==> config.mk <==
export PLATFORM = sky130hd
export DESIGN_NAME = tcfp_timer
export DESIGN_NICKNAME = d
export VERILOG_FILES = /design/src/tcfp_pkg.sv /design/src/tcfp_compare_unit.sv /design/src/tcfp_wave_gen.sv /design/src/tcfp_timer.sv
export VERILOG_INCLUDE_DIRS = /design/src
export SDC_FILE = /design/constraint.sdc
export NUM_CORES = 1
export LEC_CHECK = 0
export BUFFER_PORTS_ARGS = -buffer_cell sky130_fd_sc_hd__buf_2
export CAP_MARGIN = 0
export CORE_ASPECT_RATIO = 1.5
export CORE_MARGIN = 5
export CORE_UTILIZATION = 35
export CTS_BUF_LIST = sky130_fd_sc_hd__clkbuf_2 sky130_fd_sc_hd__clkbuf_4 sky130_fd_sc_hd__clkbuf_8
export CTS_CLUSTER_SIZE = 24
export DETAILED_ROUTE_END_ITERATION = 10
export SYNTH_ARGS = -nofsm -noshare
export SYNTH_HDL_FRONTEND = slang
export SYNTH_SLANG_ARGS = --single-unit
==> constraint.sdc <==
create_clock -name clock_i -period 4.2 [get_ports clock_i]
set_input_delay 0.84 -clock clock_i [delete_from_list [all_inputs] [get_ports clock_i]]
set_output_delay 0.84 -clock clock_i [all_outputs]
set_load 0.01 [all_outputs]
==> src/tcfp_defines.svh <==
`ifndef TCFP_DEFINES_SVH
`define TCFP_DEFINES_SVH

// ==========================================================================
// Counter limits
`define TCFP_BOTTOM 16'h0000
`define TCFP_MAX 16'hFFFF
`define TCFP_TOP_8BIT 16'h00FF
`define TCFP_TOP_9BIT 16'h01FF
`define TCFP_TOP_10BIT 16'h03FF

// ==========================================================================
// Waveform mode codes
`define TCFP_WGM_NORMAL 4'h0
`define TCFP_WGM_FPWM8 4'h5
`define TCFP_WGM_FPWM9 4'h6
`define TCFP_WGM_FPWM10 4'h7
`define TCFP_WGM_CTC_OCA 4'h4
`define TCFP_WGM_CTC_ICR 4'hC
`define TCFP_WGM_FPWM_ICR 4'hE
`define TCFP_WGM_FPWM_OCA 4'hF

// ==========================================================================
// Reset values
`define TCFP_RST_COUNT 16'h0000
`define TCFP_RST_COMPARE 16'h0000
`define TCFP_RST_CAPTURE 16'h0000

`endif

==> src/tcfp_pkg.sv <==
`default_nettype none

package tcfp_pkg;

  typedef enum logic [1:0] {
    TCFP_COM_OFF = 2'h0,
    TCFP_COM_TOGGLE = 2'h1,
    TCFP_COM_NONINV = 2'h2,
    TCFP_COM_INV = 2'h3
  } tcfp_com_t;

  typedef enum logic [1:0] {
    TCFP_KIND_NORMAL = 2'h0,
    TCFP_KIND_CTC = 2'h1,
    TCFP_KIND_FAST = 2'h3,
    TCFP_KIND_OTHER = 2'h2
  } tcfp_kind_t;

endpackage

`default_nettype wire

==> src/tcfp_compare_unit.sv <==
`timescale 1ns/1ps
`default_nettype none
`include "tcfp_defines.svh"

module tcfp_compare_unit (
  input wire logic clock_i,
  input wire logic srst_i,
  input wire logic [15:0] count_i,
  input wire logic [15:0] wr_data_i,
  input wire logic wr_en_i,
  input wire logic [15:0] res_mask_i,
  input wire logic buffered_i,
  input wire logic update_i,
  input wire logic flag_set_i,
  input wire logic flag_clr_i,
  output logic [15:0] active_o,
  output logic match_o,
  output logic flag_o
);

  logic [15:0] buffer_ff;
  logic [15:0] active_ff;
  logic flag_ff;
  logic [15:0] nxt_buffer;
  logic [15:0] nxt_active;
  logic nxt_flag;

  // ========================================================================
  // Buffer, active compare and match flag
  always_comb begin
    nxt_buffer = buffer_ff;
    nxt_active = active_ff;
    if (wr_en_i) begin
      nxt_buffer = wr_data_i & res_mask_i;
    end
    if (!buffered_i) begin
      nxt_active = nxt_buffer;
    end else if (update_i) begin
      nxt_active = buffer_ff;
    end
    // A hardware set wins over a clear landing in the same cycle.
    nxt_flag = flag_ff;
    if (flag_clr_i) begin
      nxt_flag = 1'b0;
    end
    if (flag_set_i) begin
      nxt_flag = 1'b1;
    end
  end

  always_ff @(posedge clock_i) begin
    if (srst_i) begin
      buffer_ff <= `TCFP_RST_COMPARE;
      active_ff <= `TCFP_RST_COMPARE;
      flag_ff <= 1'b0;
    end else begin
      buffer_ff <= nxt_buffer;
      active_ff <= nxt_active;
      flag_ff <= nxt_flag;
    end
  end

  assign match_o = (count_i == active_ff);
  assign active_o = active_ff;
  assign flag_o = flag_ff;

endmodule // tcfp_compare_unit

`default_nettype wire

==> src/tcfp_wave_gen.sv <==
`timescale 1ns/1ps
`default_nettype none
`include "tcfp_defines.svh"

module tcfp_wave_gen (
  input wire logic clock_i,
  input wire logic srst_i,
  input wire logic [1:0] mode_i,
  input wire logic is_fast_i,
  input wire logic match_i,
  input wire logic at_top_i,
  input wire logic at_bottom_i,
  output logic wave_o
);

  logic wave_ff;
  logic nxt_wave;

  // ========================================================================
  // Output waveform
  always_comb begin
    nxt_wave = wave_ff;
    case (tcfp_pkg::tcfp_com_t'(mode_i))
      tcfp_pkg::TCFP_COM_OFF: nxt_wave = 1'b0;
      tcfp_pkg::TCFP_COM_TOGGLE: begin
        if (match_i) begin
          nxt_wave = ~wave_ff;
        end
      end
      tcfp_pkg::TCFP_COM_NONINV: begin
        if (!is_fast_i) begin
          if (match_i) begin
            nxt_wave = 1'b0;
          end
        end else if (match_i && !at_top_i) begin
          // A compare equal to TOP gives a constant high output.
          nxt_wave = 1'b0;
        end else if (at_bottom_i) begin
          nxt_wave = 1'b1;
        end
      end
      tcfp_pkg::TCFP_COM_INV: begin
        if (!is_fast_i) begin
          if (match_i) begin
            nxt_wave = 1'b1;
          end
        end else if (match_i && !at_top_i) begin
          nxt_wave = 1'b1;
        end else if (at_bottom_i) begin
          nxt_wave = 1'b0;
        end
      end
      default: nxt_wave = wave_ff;
    endcase
  end

  always_ff @(posedge clock_i) begin
    if (srst_i) begin
      wave_ff <= 1'b0;
    end else begin
      wave_ff <= nxt_wave;
    end
  end

  assign wave_o = wave_ff;

endmodule // tcfp_wave_gen

`default_nettype wire

==> src/tcfp_timer.sv <==
// Summary of operation
// - Each compare value is checked against the 16-bit count every cycle.
// - A match sets its flag one timer cycle after the match.
// - Enabled flag requests interrupt; interrupt acknowledge clears it.
// - Writing one to a flag clears it; zero leaves it.
// - Outputs follow match, waveform mode, output mode, TOP and BOTTOM.
// - Compare A may set TOP, fixing resolution and period.
// - Compare values double buffered in PWM modes, immediate otherwise.
// - Buffered compare values load into active registers at TOP or BOTTOM.
// - Fast PWM TOP is fixed 8/9/10 bits, capture or compare A.
// - Modes 5, 6, 7 count to 0x00FF, 0x01FF, 0x03FF.
// - Mode 14 takes TOP from capture, mode 15 from compare A.
// - At TOP the counter clears to zero the next cycle.
// - Overflow flag sets when the counter reaches TOP in fast PWM, 0xFFFF otherwise.
// - In fast PWM, compare A or capture flag sets with overflow when defining TOP.
// - Fixed TOP modes store zeros above resolution on compare writes.
// - Capture TOP unbuffered; missed TOP runs to 0xFFFF and wraps.
`timescale 1ns/1ps
`default_nettype none
`include "tcfp_defines.svh"

module tcfp_timer (
  input wire logic clock_i,
  input wire logic srst_i,
  input wire logic [3:0] waveform_mode_sel_i,
  input wire logic [1:0] compare_output_mode_a_i,
  input wire logic [1:0] compare_output_mode_b_i,
  input wire logic [15:0] wr_data_i,
  input wire logic compare_value_a_wr_i,
  input wire logic compare_value_b_wr_i,
  input wire logic capture_value_reg_wr_i,
  input wire logic timer_count16_wr_i,
  input wire logic compare_irq_enable_a_i,
  input wire logic compare_irq_enable_b_i,
  input wire logic overflow_irq_enable_i,
  input wire logic capture_irq_enable_i,
  input wire logic [3:0] flag_clr_i,
  input wire logic [3:0] irq_ack_i,
  input wire logic capture_event_i,
  output logic [15:0] timer_count16_o,
  output logic [15:0] compare_value_a_o,
  output logic [15:0] compare_value_b_o,
  output logic [15:0] capture_value_reg_o,
  output logic compare_match_flag_a_o,
  output logic compare_match_flag_b_o,
  output logic overflow_flag_o,
  output logic capture_flag_o,
  output logic [3:0] irq_req_o,
  output logic wave_output_a_o,
  output logic wave_output_b_o
);

  // ========================================================================
  // Mode decoding
  function automatic tcfp_pkg::tcfp_kind_t mode_kind(input logic [3:0] m);
    case (m)
      `TCFP_WGM_NORMAL: mode_kind = tcfp_pkg::TCFP_KIND_NORMAL;
      `TCFP_WGM_CTC_OCA, `TCFP_WGM_CTC_ICR: mode_kind = tcfp_pkg::TCFP_KIND_CTC;
      `TCFP_WGM_FPWM8, `TCFP_WGM_FPWM9, `TCFP_WGM_FPWM10,
      `TCFP_WGM_FPWM_ICR, `TCFP_WGM_FPWM_OCA:
        mode_kind = tcfp_pkg::TCFP_KIND_FAST;
      default: mode_kind = tcfp_pkg::TCFP_KIND_OTHER;
    endcase
  endfunction

  function automatic logic [15:0] fixed_mask(input logic [3:0] m);
    case (m)
      `TCFP_WGM_FPWM8: fixed_mask = `TCFP_TOP_8BIT;
      `TCFP_WGM_FPWM9: fixed_mask = `TCFP_TOP_9BIT;
      `TCFP_WGM_FPWM10: fixed_mask = `TCFP_TOP_10BIT;
      default: fixed_mask = `TCFP_MAX;
    endcase
  endfunction

  tcfp_pkg::tcfp_kind_t kind;
  logic is_fast;
  logic buffered;
  logic [15:0] res_mask;
  logic [15:0] top_value;
  logic [15:0] cmp_a;
  logic [15:0] cmp_b;
  logic [15:0] capture_ff;
  logic match_a;
  logic match_b;
  logic at_top;
  logic at_bottom;
  logic top_from_a;
  logic top_from_icr;

  assign kind = mode_kind(waveform_mode_sel_i);
  assign is_fast = (kind == tcfp_pkg::TCFP_KIND_FAST);
  // Any mode other than normal and CLEAR_ON_COMPARE_MODE is a PWM mode and buffers compares.
  assign buffered = (kind != tcfp_pkg::TCFP_KIND_NORMAL) &&
                    (kind != tcfp_pkg::TCFP_KIND_CTC);
  assign res_mask = fixed_mask(waveform_mode_sel_i);
  assign top_from_a = (waveform_mode_sel_i == `TCFP_WGM_FPWM_OCA) ||
                      (waveform_mode_sel_i == `TCFP_WGM_CTC_OCA);
  assign top_from_icr = (waveform_mode_sel_i == `TCFP_WGM_FPWM_ICR) ||
                        (waveform_mode_sel_i == `TCFP_WGM_CTC_ICR);

  // ========================================================================
  // TOP selection
  always_comb begin
    if (top_from_a) begin
      top_value = cmp_a;
    end else if (top_from_icr) begin
      top_value = capture_ff;
    end else begin
      top_value = res_mask;
    end
  end

  // ========================================================================
  // Counter, overflow and capture state
  logic [15:0] count_ff;
  logic ovf_ff;
  logic icf_ff;
  logic top_hit;
  logic [15:0] nxt_count;
  logic [15:0] nxt_capture;
  logic nxt_ovf;
  logic nxt_icf;

  assign at_top = (count_ff == top_value) && (kind != tcfp_pkg::TCFP_KIND_NORMAL);
  assign at_bottom = (count_ff == `TCFP_BOTTOM);

  always_comb begin
    nxt_count = count_ff + 16'h0001;
    // Overflow past MAX simply wraps, which is how a missed TOP recovers.
    if (at_top) begin
      nxt_count = `TCFP_BOTTOM;
    end
    if (timer_count16_wr_i) begin
      nxt_count = wr_data_i;
    end
    nxt_capture = capture_ff;
    if (capture_value_reg_wr_i) begin
      nxt_capture = wr_data_i;
    end else if (capture_event_i && !top_from_icr) begin
      nxt_capture = count_ff;
    end
    // The flag flops give the one-cycle delay, like the compare flags.
    top_hit = is_fast ? at_top : (count_ff == `TCFP_MAX);
    nxt_ovf = ovf_ff;
    if (flag_clr_i[2] || irq_ack_i[2]) begin
      nxt_ovf = 1'b0;
    end
    if (top_hit) begin
      nxt_ovf = 1'b1;
    end
    nxt_icf = icf_ff;
    if (flag_clr_i[3] || irq_ack_i[3]) begin
      nxt_icf = 1'b0;
    end
    if ((is_fast && top_from_icr && top_hit) ||
        (capture_event_i && !top_from_icr)) begin
      nxt_icf = 1'b1;
    end
  end

  always_ff @(posedge clock_i) begin
    if (srst_i) begin
      count_ff <= `TCFP_RST_COUNT;
      capture_ff <= `TCFP_RST_CAPTURE;
      ovf_ff <= 1'b0;
      icf_ff <= 1'b0;
    end else begin
      count_ff <= nxt_count;
      capture_ff <= nxt_capture;
      ovf_ff <= nxt_ovf;
      icf_ff <= nxt_icf;
    end
  end

  // ========================================================================
  // Compare units
  // Fast PWM loads at TOP so the new value applies from the next period.
  tcfp_compare_unit u_cmp_a (
    .clock_i(clock_i),
    .srst_i(srst_i),
    .count_i(count_ff),
    .wr_data_i(wr_data_i),
    .wr_en_i(compare_value_a_wr_i),
    .res_mask_i(res_mask),
    .buffered_i(buffered),
    .update_i(is_fast ? at_top : at_bottom),
    .flag_set_i(match_a),
    .flag_clr_i(flag_clr_i[0] || irq_ack_i[0]),
    .active_o(cmp_a),
    .match_o(match_a),
    .flag_o(compare_match_flag_a_o)
  );

  tcfp_compare_unit u_cmp_b (
    .clock_i(clock_i),
    .srst_i(srst_i),
    .count_i(count_ff),
    .wr_data_i(wr_data_i),
    .wr_en_i(compare_value_b_wr_i),
    .res_mask_i(res_mask),
    .buffered_i(buffered),
    .update_i(is_fast ? at_top : at_bottom),
    .flag_set_i(match_b),
    .flag_clr_i(flag_clr_i[1] || irq_ack_i[1]),
    .active_o(cmp_b),
    .match_o(match_b),
    .flag_o(compare_match_flag_b_o)
  );

  // ========================================================================
  // Waveform outputs
  tcfp_wave_gen u_wave_a (
    .clock_i(clock_i),
    .srst_i(srst_i),
    .mode_i(compare_output_mode_a_i),
    .is_fast_i(is_fast),
    .match_i(match_a),
    .at_top_i(at_top),
    .at_bottom_i(at_bottom),
    .wave_o(wave_output_a_o)
  );

  tcfp_wave_gen u_wave_b (
    .clock_i(clock_i),
    .srst_i(srst_i),
    .mode_i(compare_output_mode_b_i),
    .is_fast_i(is_fast),
    .match_i(match_b),
    .at_top_i(at_top),
    .at_bottom_i(at_bottom),
    .wave_o(wave_output_b_o)
  );

  // ========================================================================
  // Status and interrupt requests
  assign timer_count16_o = count_ff;
  assign compare_value_a_o = cmp_a;
  assign compare_value_b_o = cmp_b;
  assign capture_value_reg_o = capture_ff;
  assign overflow_flag_o = ovf_ff;
  assign capture_flag_o = icf_ff;
  assign irq_req_o = {capture_irq_enable_i & icf_ff,
                      overflow_irq_enable_i & ovf_ff,
                      compare_irq_enable_b_i & compare_match_flag_b_o,
                      compare_irq_enable_a_i & compare_match_flag_a_o};

endmodule // tcfp_timer

`default_nettype wire

* Word level (Yosys, flattened, before mapping)
Memories as Yosys holds them, arrays and structs flattened.
Cells that the tools add are included.
** Storage, ports and cells
- Flip-flop bits (word level) :: 102
- Bits in latches :: 0
- Memory bits (writable) :: 0
- Memory bits (read-only) :: 32
- Input bits :: 43
- Output and inout bits :: 74
- Logic and storage cells :: 119
- Memories :: 1
** Operators by class
- Add/sub/neg operators :: 1
- $mul :: 0
- Div/mod/pow operators :: 0
- $lt $le $gt $ge :: 0
- Equality and inequality tests :: 30
- Shift-type cells :: 0
- Muxes and demuxes :: 41
- Bitwise operators :: 7
- Reduce and logical (&&, ||, !) cells :: 27
** Memory list
- (no name shown) :: words 16, bits a word 2, read ports 1, clocked after Yosys merged registers in 0, wr ports 0, RTL line tcfp_timer.sv:56 : case (m)
** Operator list (number)
- 16-bit 2-to-1 mux :: 12
- 16-bit == test :: 3
- 16-bit case mux with 3 select lines :: 1
- 1-bit 2-to-1 mux :: 26
- 16-bit by 1-bit adder with 16-bit output (second input constant) :: 1
- 16-bit AND :: 1
- 16-bit == test (second input constant) :: 1
- 4-bit by 3-bit == test with 1-bit output (second input constant) :: 4
- 16-bit logical NOT :: 1
- 4-bit by 3-bit != test with 1-bit output (second input constant) :: 4
- 4-bit == test (second input constant) :: 3
- 3-bit by 2-bit != test with 1-bit output (second input constant) :: 4
- 2-bit nonzero test :: 6
- 2-bit == test (second input constant) :: 5
- 5-bit AND reduction :: 2
- 1-bit case mux with 4 select lines :: 2
- 1-bit logical AND :: 7
- 1-bit logical OR :: 7
- 2-bit by 1-bit != test with 1-bit output (second input constant) :: 3
- 1-bit AND :: 4
- 2-bit by 1-bit == test with 1-bit output (second input constant) :: 2
- 2-bit logical NOT :: 2
- 1-bit logical NOT :: 2
- 2-bit != test (second input constant) :: 1
- 1-bit inverter :: 2

* Longest topological paths before layout
Gate-level depths: netlist (run 1).
- Depth in word-level cells :: 11
- Mapped depth :: 13
- Gate-level depth less buffers :: 10

* Modules after synthesis
Synthesis (run 1) repeated with hierarchy kept, for this count alone.
** Second synthesis, totals
- Cells, all modules :: 729
- Area, all modules :: 6312.3 um2
** By module, submodules not included
- tcfp_compare_unit :: instances 2, cells each 166, area each 1606.5 um2, seq. area each 660.6 um2
- tcfp_timer :: instances 1, cells each 371, area each 2886.5 um2, seq. area each 680.7 um2
- tcfp_wave_gen :: instances 2, cells each 13, area each 106.4 um2, seq. area each 20.0 um2

* Worst setup path after synthesis (run 1)
Ideal clock, no wire load.
- Path kind :: input -> register
- From :: in waveform_mode_sel_i[1]
- To :: reg u_cmp_a.active_ff[0], in the netlist u_cmp_a.active_o[0]
- Setup time :: 0.089 ns
- Data arrival time :: 3.481 ns
- Required time :: 4.111 ns
- Slack :: 0.630 ns
- Cell stages on the path :: 13
- Buffers on the path :: 4
- Path through :: buf_2 > or3_1 > clkbuf_1 > a21oi_1 > nor3_1 > a2111o_1 > or3_1 > nor4_4 > a211o_1 > buf_4 > buf_4 > nor2_1 > a311oi_2
** Between the ends
- Word-level cells in the longest chain between the ends :: 8
- Elaborated cells between the ends (all ways) :: 22
- Those cells by class :: 11 x eq/ne; 5 x mux; 5 x reduce/logical; 1 x memory
** RTL lines
- start: declaration :: RTL line tcfp_timer.sv:25 : input wire logic [3:0] waveform_mode_sel_i,
- 4-bit by 3-bit == test with 1-bit output / 4-bit == test (equally long branches)
- 16-bit case mux with 3 select lines / 1-bit logical OR (equally long branches) :: RTL line tcfp_timer.sv:67, tcfp_timer.sv:98
- 16-bit 2-to-1 mux :: RTL line tcfp_timer.sv:106 : end else if (top_from_icr) begin
- 16-bit 2-to-1 mux :: RTL line tcfp_timer.sv:104 : if (top_from_a) begin
- 16-bit == test :: RTL line tcfp_timer.sv:124 : assign at_top = (count_ff == top_value) && (kind != tcfp_pkg::TCFP_KIND_NORMAL);
- 1-bit logical AND :: RTL line tcfp_timer.sv:124
- 1-bit 2-to-1 mux :: RTL line tcfp_timer.sv:186 : .update_i(is_fast ? at_top : at_bottom),
- 2-bit != test (no line)
- end signal: assignment :: RTL line tcfp_compare_unit.sv:54 : active_ff <= `TCFP_RST_COMPARE;
- end signal: assignment :: RTL line tcfp_compare_unit.sv:58 : active_ff <= nxt_active;
- end: declaration :: RTL line tcfp_compare_unit.sv:22 : logic [15:0] active_ff;
Parallel ways exist; a longest one is shown, timed or not.
A chain may end at the register's enable or synchronous reset.

* Worst setup path in the final report (run 1)
- From :: in waveform_mode_sel_i[3]
- To :: reg u_cmp_b.active_ff[8], in the netlist u_cmp_b.active_o[8]
** Between the ends
- Word-level cells in the longest chain between the ends :: 8
- Elaborated cells between the ends (all ways) :: 24
- Those cells by class :: 11 x eq/ne; 6 x mux; 1 x bitwise; 5 x reduce/logical; 1 x memory
** RTL lines
- 4-bit by 3-bit == test with 1-bit output / 4-bit == test (equally long branches)
- 16-bit case mux with 3 select lines / 1-bit logical OR (equally long branches) :: RTL line tcfp_timer.sv:67, tcfp_timer.sv:98
- 16-bit 2-to-1 mux :: RTL line tcfp_timer.sv:106
- 16-bit 2-to-1 mux :: RTL line tcfp_timer.sv:104
- 16-bit == test :: RTL line tcfp_timer.sv:124
- 1-bit logical AND :: RTL line tcfp_timer.sv:124
- 1-bit 2-to-1 mux :: RTL line tcfp_timer.sv:202 : .update_i(is_fast ? at_top : at_bottom),
- 2-bit != test (no line)
- end signal: assignment :: RTL line tcfp_compare_unit.sv:54
- end signal: assignment :: RTL line tcfp_compare_unit.sv:58
- end: declaration :: RTL line tcfp_compare_unit.sv:22
Parallel ways exist; a longest one is shown, timed or not.

==> impl_summary.md, run 1 <==
Pwr
The maximum VDD drop is ~0.16 mV. Sequential cells account for approximately 50% of the total power. The internal portion of the total power is ~1.5 mW.

The part of the power in the clock network is approximately 30%. The net load switching power is approximately 750 uW. In this run switching power makes up about a third of total power. The power density over the cells is approximately 340 nW/um^2. The share of total power dissipated in combinational logic is 21.1%. The leakage power is approximately 2.8 nW.

Drt
Once detail routing completed, the nets flagged for antenna violations numbered 0. For this block, the via count after detailed routing is 5,586. The total iterations of the first detailed-routing run is 5. For this run, design rule violations remaining after detail routing come to 0. The detailed-route vias per instance is between 5 and 6.

The count of routing violations after the opening detailed-route iteration is around 350. The detail-routed net length per standard cell is about 18 microns. After detailed routing, the total wire length is 19,100 microns.

Global routing
The number of antenna violations at the first check in global routing is 0. For met1 alone, demand over resource in global routing was roughly a quarter. The met2 global-route usage is roughly a third. The layer carrying the most global-route usage is met2. In the global route stage, met3 resource usage came out at about 2.8%.

The maximum number of pins on one net before global-route repair is between 90 and 100. For this run, the total global-route usage over all layers was measured as between 10% and 20%. The global-route wire length before repair is 29,600 microns. Summed over all layers, the global routing overflow is 0. The number of global-route vias before repair was roughly 5,300.

Placed design
The detailed placer's ending HPWL is 14,000 microns. The final RePlAce weighted congestion is approximately 0.94. Input and output buffers added on the ports amount to 116.

Min path
The class of the tightest hold or removal check is register to register. The path with the worst hold slack has its endpoint at u_cmp_a.active_o[1]. The startpoint identified for the worst hold timing path is u_cmp_a.buffer_ff[1].

The worst hold path passes through 2 cells.

Critical path
The worst setup path is launched from an input port. The endpoint identified for the worst register-to-register timing path is u_cmp_b.active_o[8]. The category of cells accounting for the largest share of critical-path delay is simple AND/OR/NAND/NOR gates. The origin of the critical flop-to-flop path is u_cmp_a.active_o[15].

The critical path crosses 11 cells after its start point. At the worst endpoint, the arrival time is 3.74 ns. The worst path required time is ~4.4 ns. The critical path's largest stage delay is roughly 0.42 ns. In this run the worst path has a maximum fanout of 60.

Together, buffers and inverters on the worst path number 2. On the critical path, the stage with the largest delay is an instance of sky130_fd_sc_hd__or3_1. Counting cells, the worst reg-to-reg path comes to 9. Traced cell by cell, the critical path runs through buf_2 -> and2_1 -> o21ai_0 -> and3_1 -> a2111o_1 -> or3_1 -> nor4_4 -> a211o_2 -> buf_12 -> mux2i_1 -> nor2_1. The register-to-register path setup slack is roughly 1.3 ns. The worst setup path is captured at a register. The kind of critical path is input port to register.

Synth
By count the netlist is led by 157 x sky130_fd_sc_hd__nor2_1, 102 x sky130_fd_sc_hd__dfxtp_1, 67 x sky130_fd_sc_hd__a21oi_1. Summing the sequential cell areas from Yosys gives around a third of the chip area. The most common cell in the synthesized netlist is sky130_fd_sc_hd__nor2_1. Counting every instance in the synthesized netlist gives roughly 750. The distinct cell type count of the synthesized netlist is 60.

Yosys mapped a number of flops with a built-in enable equal to 0. The share of synthesized registers carrying an async set or reset is 0%. The synthesis warning total is 0.

The area of the mapped netlist is 5820 sq um. Ranked by total cell area, the synthesized netlist is headed by sky130_fd_sc_hd__dfxtp_1 35%, sky130_fd_sc_hd__nor2_1 10%, sky130_fd_sc_hd__mux2i_1 8.4%. The synthesized netlist net count is roughly 790. The count of state elements after synthesis is 102. The cell type contributing the most total cell area after synthesis is sky130_fd_sc_hd__dfxtp_1. After synthesis, the largest area contributor takes up around a third of total cell area. The synthesized area per cell is 7.78 sq um. Among all flip-flop cells after synthesis, the most frequent one is sky130_fd_sc_hd__dfxtp_1.

Clocking
The clock insertion delay at the later pin of the skew report is just under 0.4 ns. The clock transition at the register clock pins on the worst setup and hold paths after CTS is roughly 0.11 ns. The CTS tree is built. The cell sitting at the root of the clock tree is a sky130_fd_sc_hd__clkbuf_8.

The number of setup buffers added after CTS is 0. The number of levels the H-tree was split into is 3. Hold repair after CTS inserted 0 buffers. The maximum root-to-sink buffer count is 2.

After clock tree synthesis, the repair step resized 0 gates. The number of buffers created by CTS is 9. For this design, the sink count on the clock tree is between 100 and 150.

Timing
Headroom to the max-slew limit came out at around 30%. The final period demand of the worst path is around 3.5 ns. The measured slew at the worst slew-check pin is 1.05 ns.

Between clock sinks in the finished design, the worst skew comes to about 0.017 ns. The maximum clock rate is 285 MHz. The max-slew violation count is 0. Dividing the final minimum period by the clock period gives 83.5%. Summed over all failing endpoints, the final setup total negative slack is 0 ns. Setup violations remaining at the end of the flow were counted as 0. Setup repair after global routing left no endpoint under its margin. The final-report hold violation count is 0.

Floorplan
The number of placed I/O pins is ~120. The die is 115 microns wide. The initial cell density of the core is between 30% and 40%. The die height is 168 microns. The core area is 16,300 sq um. The area of the die is 19,400 sq um.

The floorplan has 57 rows.

Cells and area
The repair_antennas step left the layout with diodes totalling 0. The number of filler cells placed in the layout is approximately 1,700. For this run, the post-layout net count is around 870. Cells fill between 40 and 50% of the core in the end. The synthesis-to-finish area growth is 15.4%. The sequential cell area is between 2000 and 2500 sq um. The area of the multi-input gates is 3470 sq um. The share of cells above drive strength 1 is 20.5%.

Status
The run finished with clean final reports.

Job
The count of maximum capacitance violations is 0.
==> placed cells by master (no fill, tap or decap), types with 9 or more instances in the layout <==
| cell type | count |
|---|---|
| sky130_fd_sc_hd__a311oi_2 | 14 |
| sky130_fd_sc_hd__nand4_1 | 13 |
| sky130_fd_sc_hd__nor4_1 | 9 |
| sky130_fd_sc_hd__dfxtp_1 | 102 |
| sky130_fd_sc_hd__xnor2_1 | 28 |
| sky130_fd_sc_hd__xor2_1 | 25 |
| sky130_fd_sc_hd__nor3_1 | 23 |
| sky130_fd_sc_hd__buf_2 | 115 |
| sky130_fd_sc_hd__and2_1 | 12 |
| sky130_fd_sc_hd__buf_4 | 14 |
| sky130_fd_sc_hd__a21oi_1 | 67 |
| sky130_fd_sc_hd__nor2_1 | 157 |
| sky130_fd_sc_hd__o21ai_0 | 19 |
| sky130_fd_sc_hd__inv_1 | 10 |
| sky130_fd_sc_hd__nand3_1 | 32 |
| sky130_fd_sc_hd__a211oi_1 | 14 |
| sky130_fd_sc_hd__clkbuf_8 | 10 |
| sky130_fd_sc_hd__mux2i_1 | 49 |
| sky130_fd_sc_hd__nand2_1 | 45 |
==> routing by layer <==
metal / wire length (microns) / share of wire [%]
met4: 735 / 3.8
met2: 9740 / 51
met1: 7590 / 40
met3: 1040 / 5.4
met5: 0 / 0
==> per-stage QoR <==
step | total power [mW] | hold slack [ns] | area, sq um | worst slack (ns) | cells
CTS | 2.31 | 0.477 | 6720 | 0.738 | 1035
floorplan | 1.45 | 0.458 | 5820 | 0.630 | 749
global route | 2.40 | 0.530 | 6720 | 0.469 | 1035
detailed placement | 1.63 | 0.468 | 6510 | 0.336 | 1019
finish | 2.29 | 0.469 | 6720 | 0.694 | 1035
global placement | 1.63 | 0.465 | 6510 | 0.372 | 1019
==> flip-flops by register name (all words and copies together), names as in the netlist <==
| name | flops |
|---|---|
| u_cmp_a.active_o | 16 |
| u_cmp_a.buffer_ff | 16 |
| u_cmp_a.flag_o | 1 |
| overflow_flag_o | 1 |
| capture_flag_o | 1 |
| timer_count16_o | 16 |
| u_cmp_b.active_o | 16 |
| capture_value_reg_o | 16 |
| u_cmp_b.buffer_ff | 16 |
| u_wave_b.wave_o | 1 |
| u_wave_a.wave_o | 1 |
| u_cmp_b.flag_o | 1 |
==> cell type report <==
cell class,count,share of cell area (%)
Clock buffer,10,2.05
Clock inverter,6,1.15
Inverter,11,0.614
Multi-Input combinational cell,570,51.6
Sequential cell,102,30.4
Tap cell,206,3.83
Timing Repair Buffer,130,10.4
==> power by group through the flow <==
stage / sequential, mW / combinational, mW / clock [mW]
2_1_floorplan: 1.12 / 0.335 / 0
3_3_place_gp: 1.15 / 0.479 / 0
5_1_grt: 1.14 / 0.534 / 0.728
6_report: 1.13 / 0.484 / 0.681
3_5_place_dp: 1.15 / 0.485 / 0
4_1_cts: 1.13 / 0.487 / 0.698
==> worst max-delay path by stage <==
stage / start / slack, ns / end
global placement: waveform_mode_sel_i[1] / 0.37 / u_cmp_b.active_o[9]
detailed placement: waveform_mode_sel_i[1] / 0.34 / u_cmp_b.active_o[8]
finish: waveform_mode_sel_i[3] / 0.69 / u_cmp_b.active_o[8]
global route: waveform_mode_sel_i[3] / 0.47 / u_cmp_a.active_o[4]
floorplan: waveform_mode_sel_i[1] / 0.63 / u_cmp_a.active_o[0]
CTS: waveform_mode_sel_i[1] / 0.74 / u_cmp_b.active_o[8]
==> kinds of logic (layout without fill, tap and decap cells) <==
kind of cell | count (synthesis) | after routing | synth area share (%)
AO/OA/AOI/OAI | 148 | 148 | 17.5
XOR/XNOR | 53 | 53 | 7.97
adder cells (fa/ha/maj) | 2 | 2 | 0.430
buffers and inverters | 77 | 157 | 5.56
flip-flops | 102 | 102 | 35.1
multiplexers | 50 | 50 | 8.61
AND/OR/NAND/NOR | 317 | 317 | 24.9
==> tightest hold or removal path, cell delays in order, from the launching register on <==
cell	delay [ns]
sky130_fd_sc_hd__dfxtp_1	0.32
sky130_fd_sc_hd__nand2_1	0.05
sky130_fd_sc_hd__a311oi_1	0.07
Note: power is estimated with default switching activity, not from simulation.
==> run 2, diff against run 1 <==
Clock period 4.2 ns to 3.7 ns, I/O delays scaled along.
==> run 2 against run 1 <==
Effect of this change: non-clock buffer count up 16; global-route usage about the same; worst setup slack worse by 0.21 ns; design area up 1.9%; clock skew down 0.0042 ns; combinational power up 19%; clock power up 12%; critical path depth unchanged; flip-flop and latch count unchanged; total power up 14%; hold slack better by 0.013 ns.
==> impl_summary.md, run 2 (synthesis gave the netlist of run 1 again) <==
Status
The flow ran to the end, and the final reports show no timing, DRC or antenna violations.

Global routing
The met1 global-route usage came to 24.4% (+0.75 points). The global-route wire length before repair was 29,700 microns (+0.33%). The overall fraction of global-route tracks in use is 19.5% (+0.031 points).

The total global routing overflow is 0 (unchanged). The met3 demand-to-capacity share in global routing was 2.55% (-0.22 points). The maximum number of pins on one net before global-route repair came to 74 (-20%). The number of global-route vias before repair came to 5,240 (-0.29%).

The number of antenna violations at the first check in global routing is 0 (unchanged). The layer carrying the most global-route usage is met2. The met2 global-route usage was 34.1% (-0.076 points).

Drt
The total wire length came to 19,300 microns (+1.2%). The total iterations of the first detailed-routing run is 5 (unchanged). The detail-routed net length per standard cell came to 18.4 microns (-0.32%). The vias after detailed routing is 5,701 (+2.1%).

The count of routing violations after the opening detailed-route iteration is 390 (+12%). The number of nets with antenna violations after detailed routing was 0 (unchanged). The DRC violations left is 0 (unchanged). The detailed-route vias per instance is 5.42 (+0.51%).

Pwr
The part of the power in the clock network was 29.3% (-0.4 points). The part of the power in combinational logic is 21.9% (+0.8 points). The power density over the cells is 381 nW/um^2 (+12%). The power share of the sequential group is 48.8% (-0.4 points). The switching portion of total power was 32.5% (-0.40 points). The net load switching power was 849 uW (+13%). The maximum VDD drop is 0.174 mV (+9.2%).

The cell internal power dissipation came to 1.76 mW (+15%). The leakage power is 2.91 nW (+2.7%).

Floorplan
The die outline width is 115 microns (unchanged). The number of placed I/O pins is 117 (unchanged). The area of the die is 19,400 sq um (unchanged).

The die height is 168 microns (unchanged). The core area is 16,300 sq um (unchanged). The count of standard-cell rows was 57 (unchanged).

The initial cell density of the core was 35.8% (unchanged).

Cells and area
The number of nets in the layout is 885 (+1.8%). The area of the multi-input gates came to 3470 sq um (unchanged). The number of filler cells placed in the layout is 1,743 (+0.98%). In the layout the commonest cells are 157 x sky130_fd_sc_hd__nor2_1, 115 x sky130_fd_sc_hd__buf_2, 102 x sky130_fd_sc_hd__dfxtp_1, 67 x sky130_fd_sc_hd__a21oi_1, 49 x sky130_fd_sc_hd__mux2i_1. The post-route core utilization is 42.1% (+0.78 points).

The share of cells above drive strength 1 is 22.0% (+1.5 points). The sequential cell area is 2040 sq um (unchanged). Compared with the post-synthesis result, the final layout area differs by 17.6%. The library cell used most frequently in the layout, excluding fill and tap cells, is sky130_fd_sc_hd__nor2_1. The diode insertion count for antenna repair is 0 (unchanged).

Timing
The measured slew at the worst slew-check pin is 0.873 ns (-0.175 ns). The final-report hold violation count came to 0 (unchanged). The clock period could shrink to 3.21 ns. The worst hold slack is 0.482 ns (+0.0129 ns). The final worst-path setup slack is 0.488 ns (-0.205 ns).

The largest clock skew in the final design is 0.0132 ns (-0.00416 ns). The relative slew slack is 41.8% (+12 points). The max-slew violation count is 0 (unchanged). The period utilization is ~87%.

The final setup violation count is 0 (unchanged). The setup TNS is 0 ns (unchanged). Based on the critical path, the design can be clocked at up to slightly above 300 MHz. Setup repair after global routing left no endpoint under its margin.

Critical path
The worst path required time is 4.02 ns (-0.41 ns). The worst setup path is captured at a register. The largest fanout on the critical path is 16 (-73%). The critical path launch point type is an input port.

The arrival time of the worst setup path is 3.54 ns (-0.20 ns). The critical path is of the input port to register type.

Clocking
The number of gates resized after cts is 0 (unchanged). The number of buffers created by CTS was 9 (unchanged). The number of levels the H-tree was split into is 3 (unchanged). The clock root buffer is sky130_fd_sc_hd__clkbuf_8. The number of setup buffers added after CTS is 0 (unchanged). The quantity of hold-fixing buffers added after cts is 0 (unchanged). The clock transition at the register clock pins on the worst setup and hold paths after CTS came to 0.11 ns (about the same). The CTS tree is built. The total clock sinks is 102 (unchanged). The maximum root-to-sink buffer count is 2 (unchanged). The clock insertion delay at the later pin of the skew report is 0.38 ns (about the same).

Placed design
The final RePlAce weighted congestion came to 0.901 (-3.8%). The detailed placer's ending HPWL is 14,300 microns (+2.3%). The worst setup slack after placement is 0.0999 ns (-0.236 ns). The port buffer count is 116 (unchanged).

Min path
The class of the tightest hold or removal check is register to register.

Job
The count of maximum capacitance violations is 0 (unchanged).
## run 2: cell types whose count changed in the layout (fill, tap and decap cells not counted)
cell,before,now
sky130_fd_sc_hd__buf_4,14,29
sky130_fd_sc_hd__inv_8,2,1
sky130_fd_sc_hd__inv_6,0,1
sky130_fd_sc_hd__clkinvlp_4,1,2
sky130_fd_sc_hd__buf_12,1,2
sky130_fd_sc_hd__clkbuf_4,0,1
sky130_fd_sc_hd__clkinv_4,2,0
## run 2: final cells by class
| cell class | count | area share, % |
|---|---|---|
| clock buffer | 11 | 2.12 |
| clock inverter | 5 | 0.950 |
| inverter | 11 | 0.603 |
| multi-input combinational | 570 | 50.6 |
| sequential | 102 | 29.8 |
| tap | 206 | 3.76 |
| timing repair buffer | 146 | 12.2 |
## run 2: final timing paths
kind | startpoint | end | slack [ns] | cells after the start
worst min register to register | u_cmp_a.flag_o | u_cmp_a.flag_o | 0.48 | 2
worst max register to register | u_cmp_a.active_o[15] | u_wave_b.wave_o | 0.93 | 10
worst max-delay path | waveform_mode_sel_i[0] | u_wave_b.wave_o | 0.49 | 11
worst min-delay path | u_cmp_a.flag_o | u_cmp_a.flag_o | 0.48 | 2
## run 2: worst max-delay path: stages
cell and delay (ns):
sky130_fd_sc_hd__buf_2 0.19, sky130_fd_sc_hd__or3_1 0.45, sky130_fd_sc_hd__a21oi_1 0.19, sky130_fd_sc_hd__nor3_1 0.07
sky130_fd_sc_hd__a2111o_1 0.37, sky130_fd_sc_hd__or3_1 0.41, sky130_fd_sc_hd__nor4_4 0.32, sky130_fd_sc_hd__buf_4 0.22
sky130_fd_sc_hd__mux2i_1 0.07, sky130_fd_sc_hd__or3_1 0.36, sky130_fd_sc_hd__a21oi_1 0.14
## run 2: stage by stage
step | instance area (sq um) | std cells | power (mW)
2_1_floorplan | 5820 | 749 | 1.65
3_3_place_gp | 6640 | 1035 | 1.87
3_5_place_dp | 6640 | 1035 | 1.87
4_1_cts | 6850 | 1051 | 2.62
5_1_grt | 6850 | 1051 | 2.73
6_report | 6850 | 1051 | 2.61
## run 2: power groups by stage
stage               Clock [mW]  Combinational (mW)  Sequential, mW
floorplan                    0               0.380            1.27
global placement             0               0.568            1.30
detailed placement           0               0.574            1.30
CTS                      0.776               0.576            1.27
global route             0.820               0.629            1.28
finish                   0.765               0.574            1.28
## run 2: metal layers
metal  vias up  part of all wire [%]
met5         -                     0
met1      2678                    40
met2       203                    51
li1       2792                     -
met4         0                   3.2
met3        28                   5.5
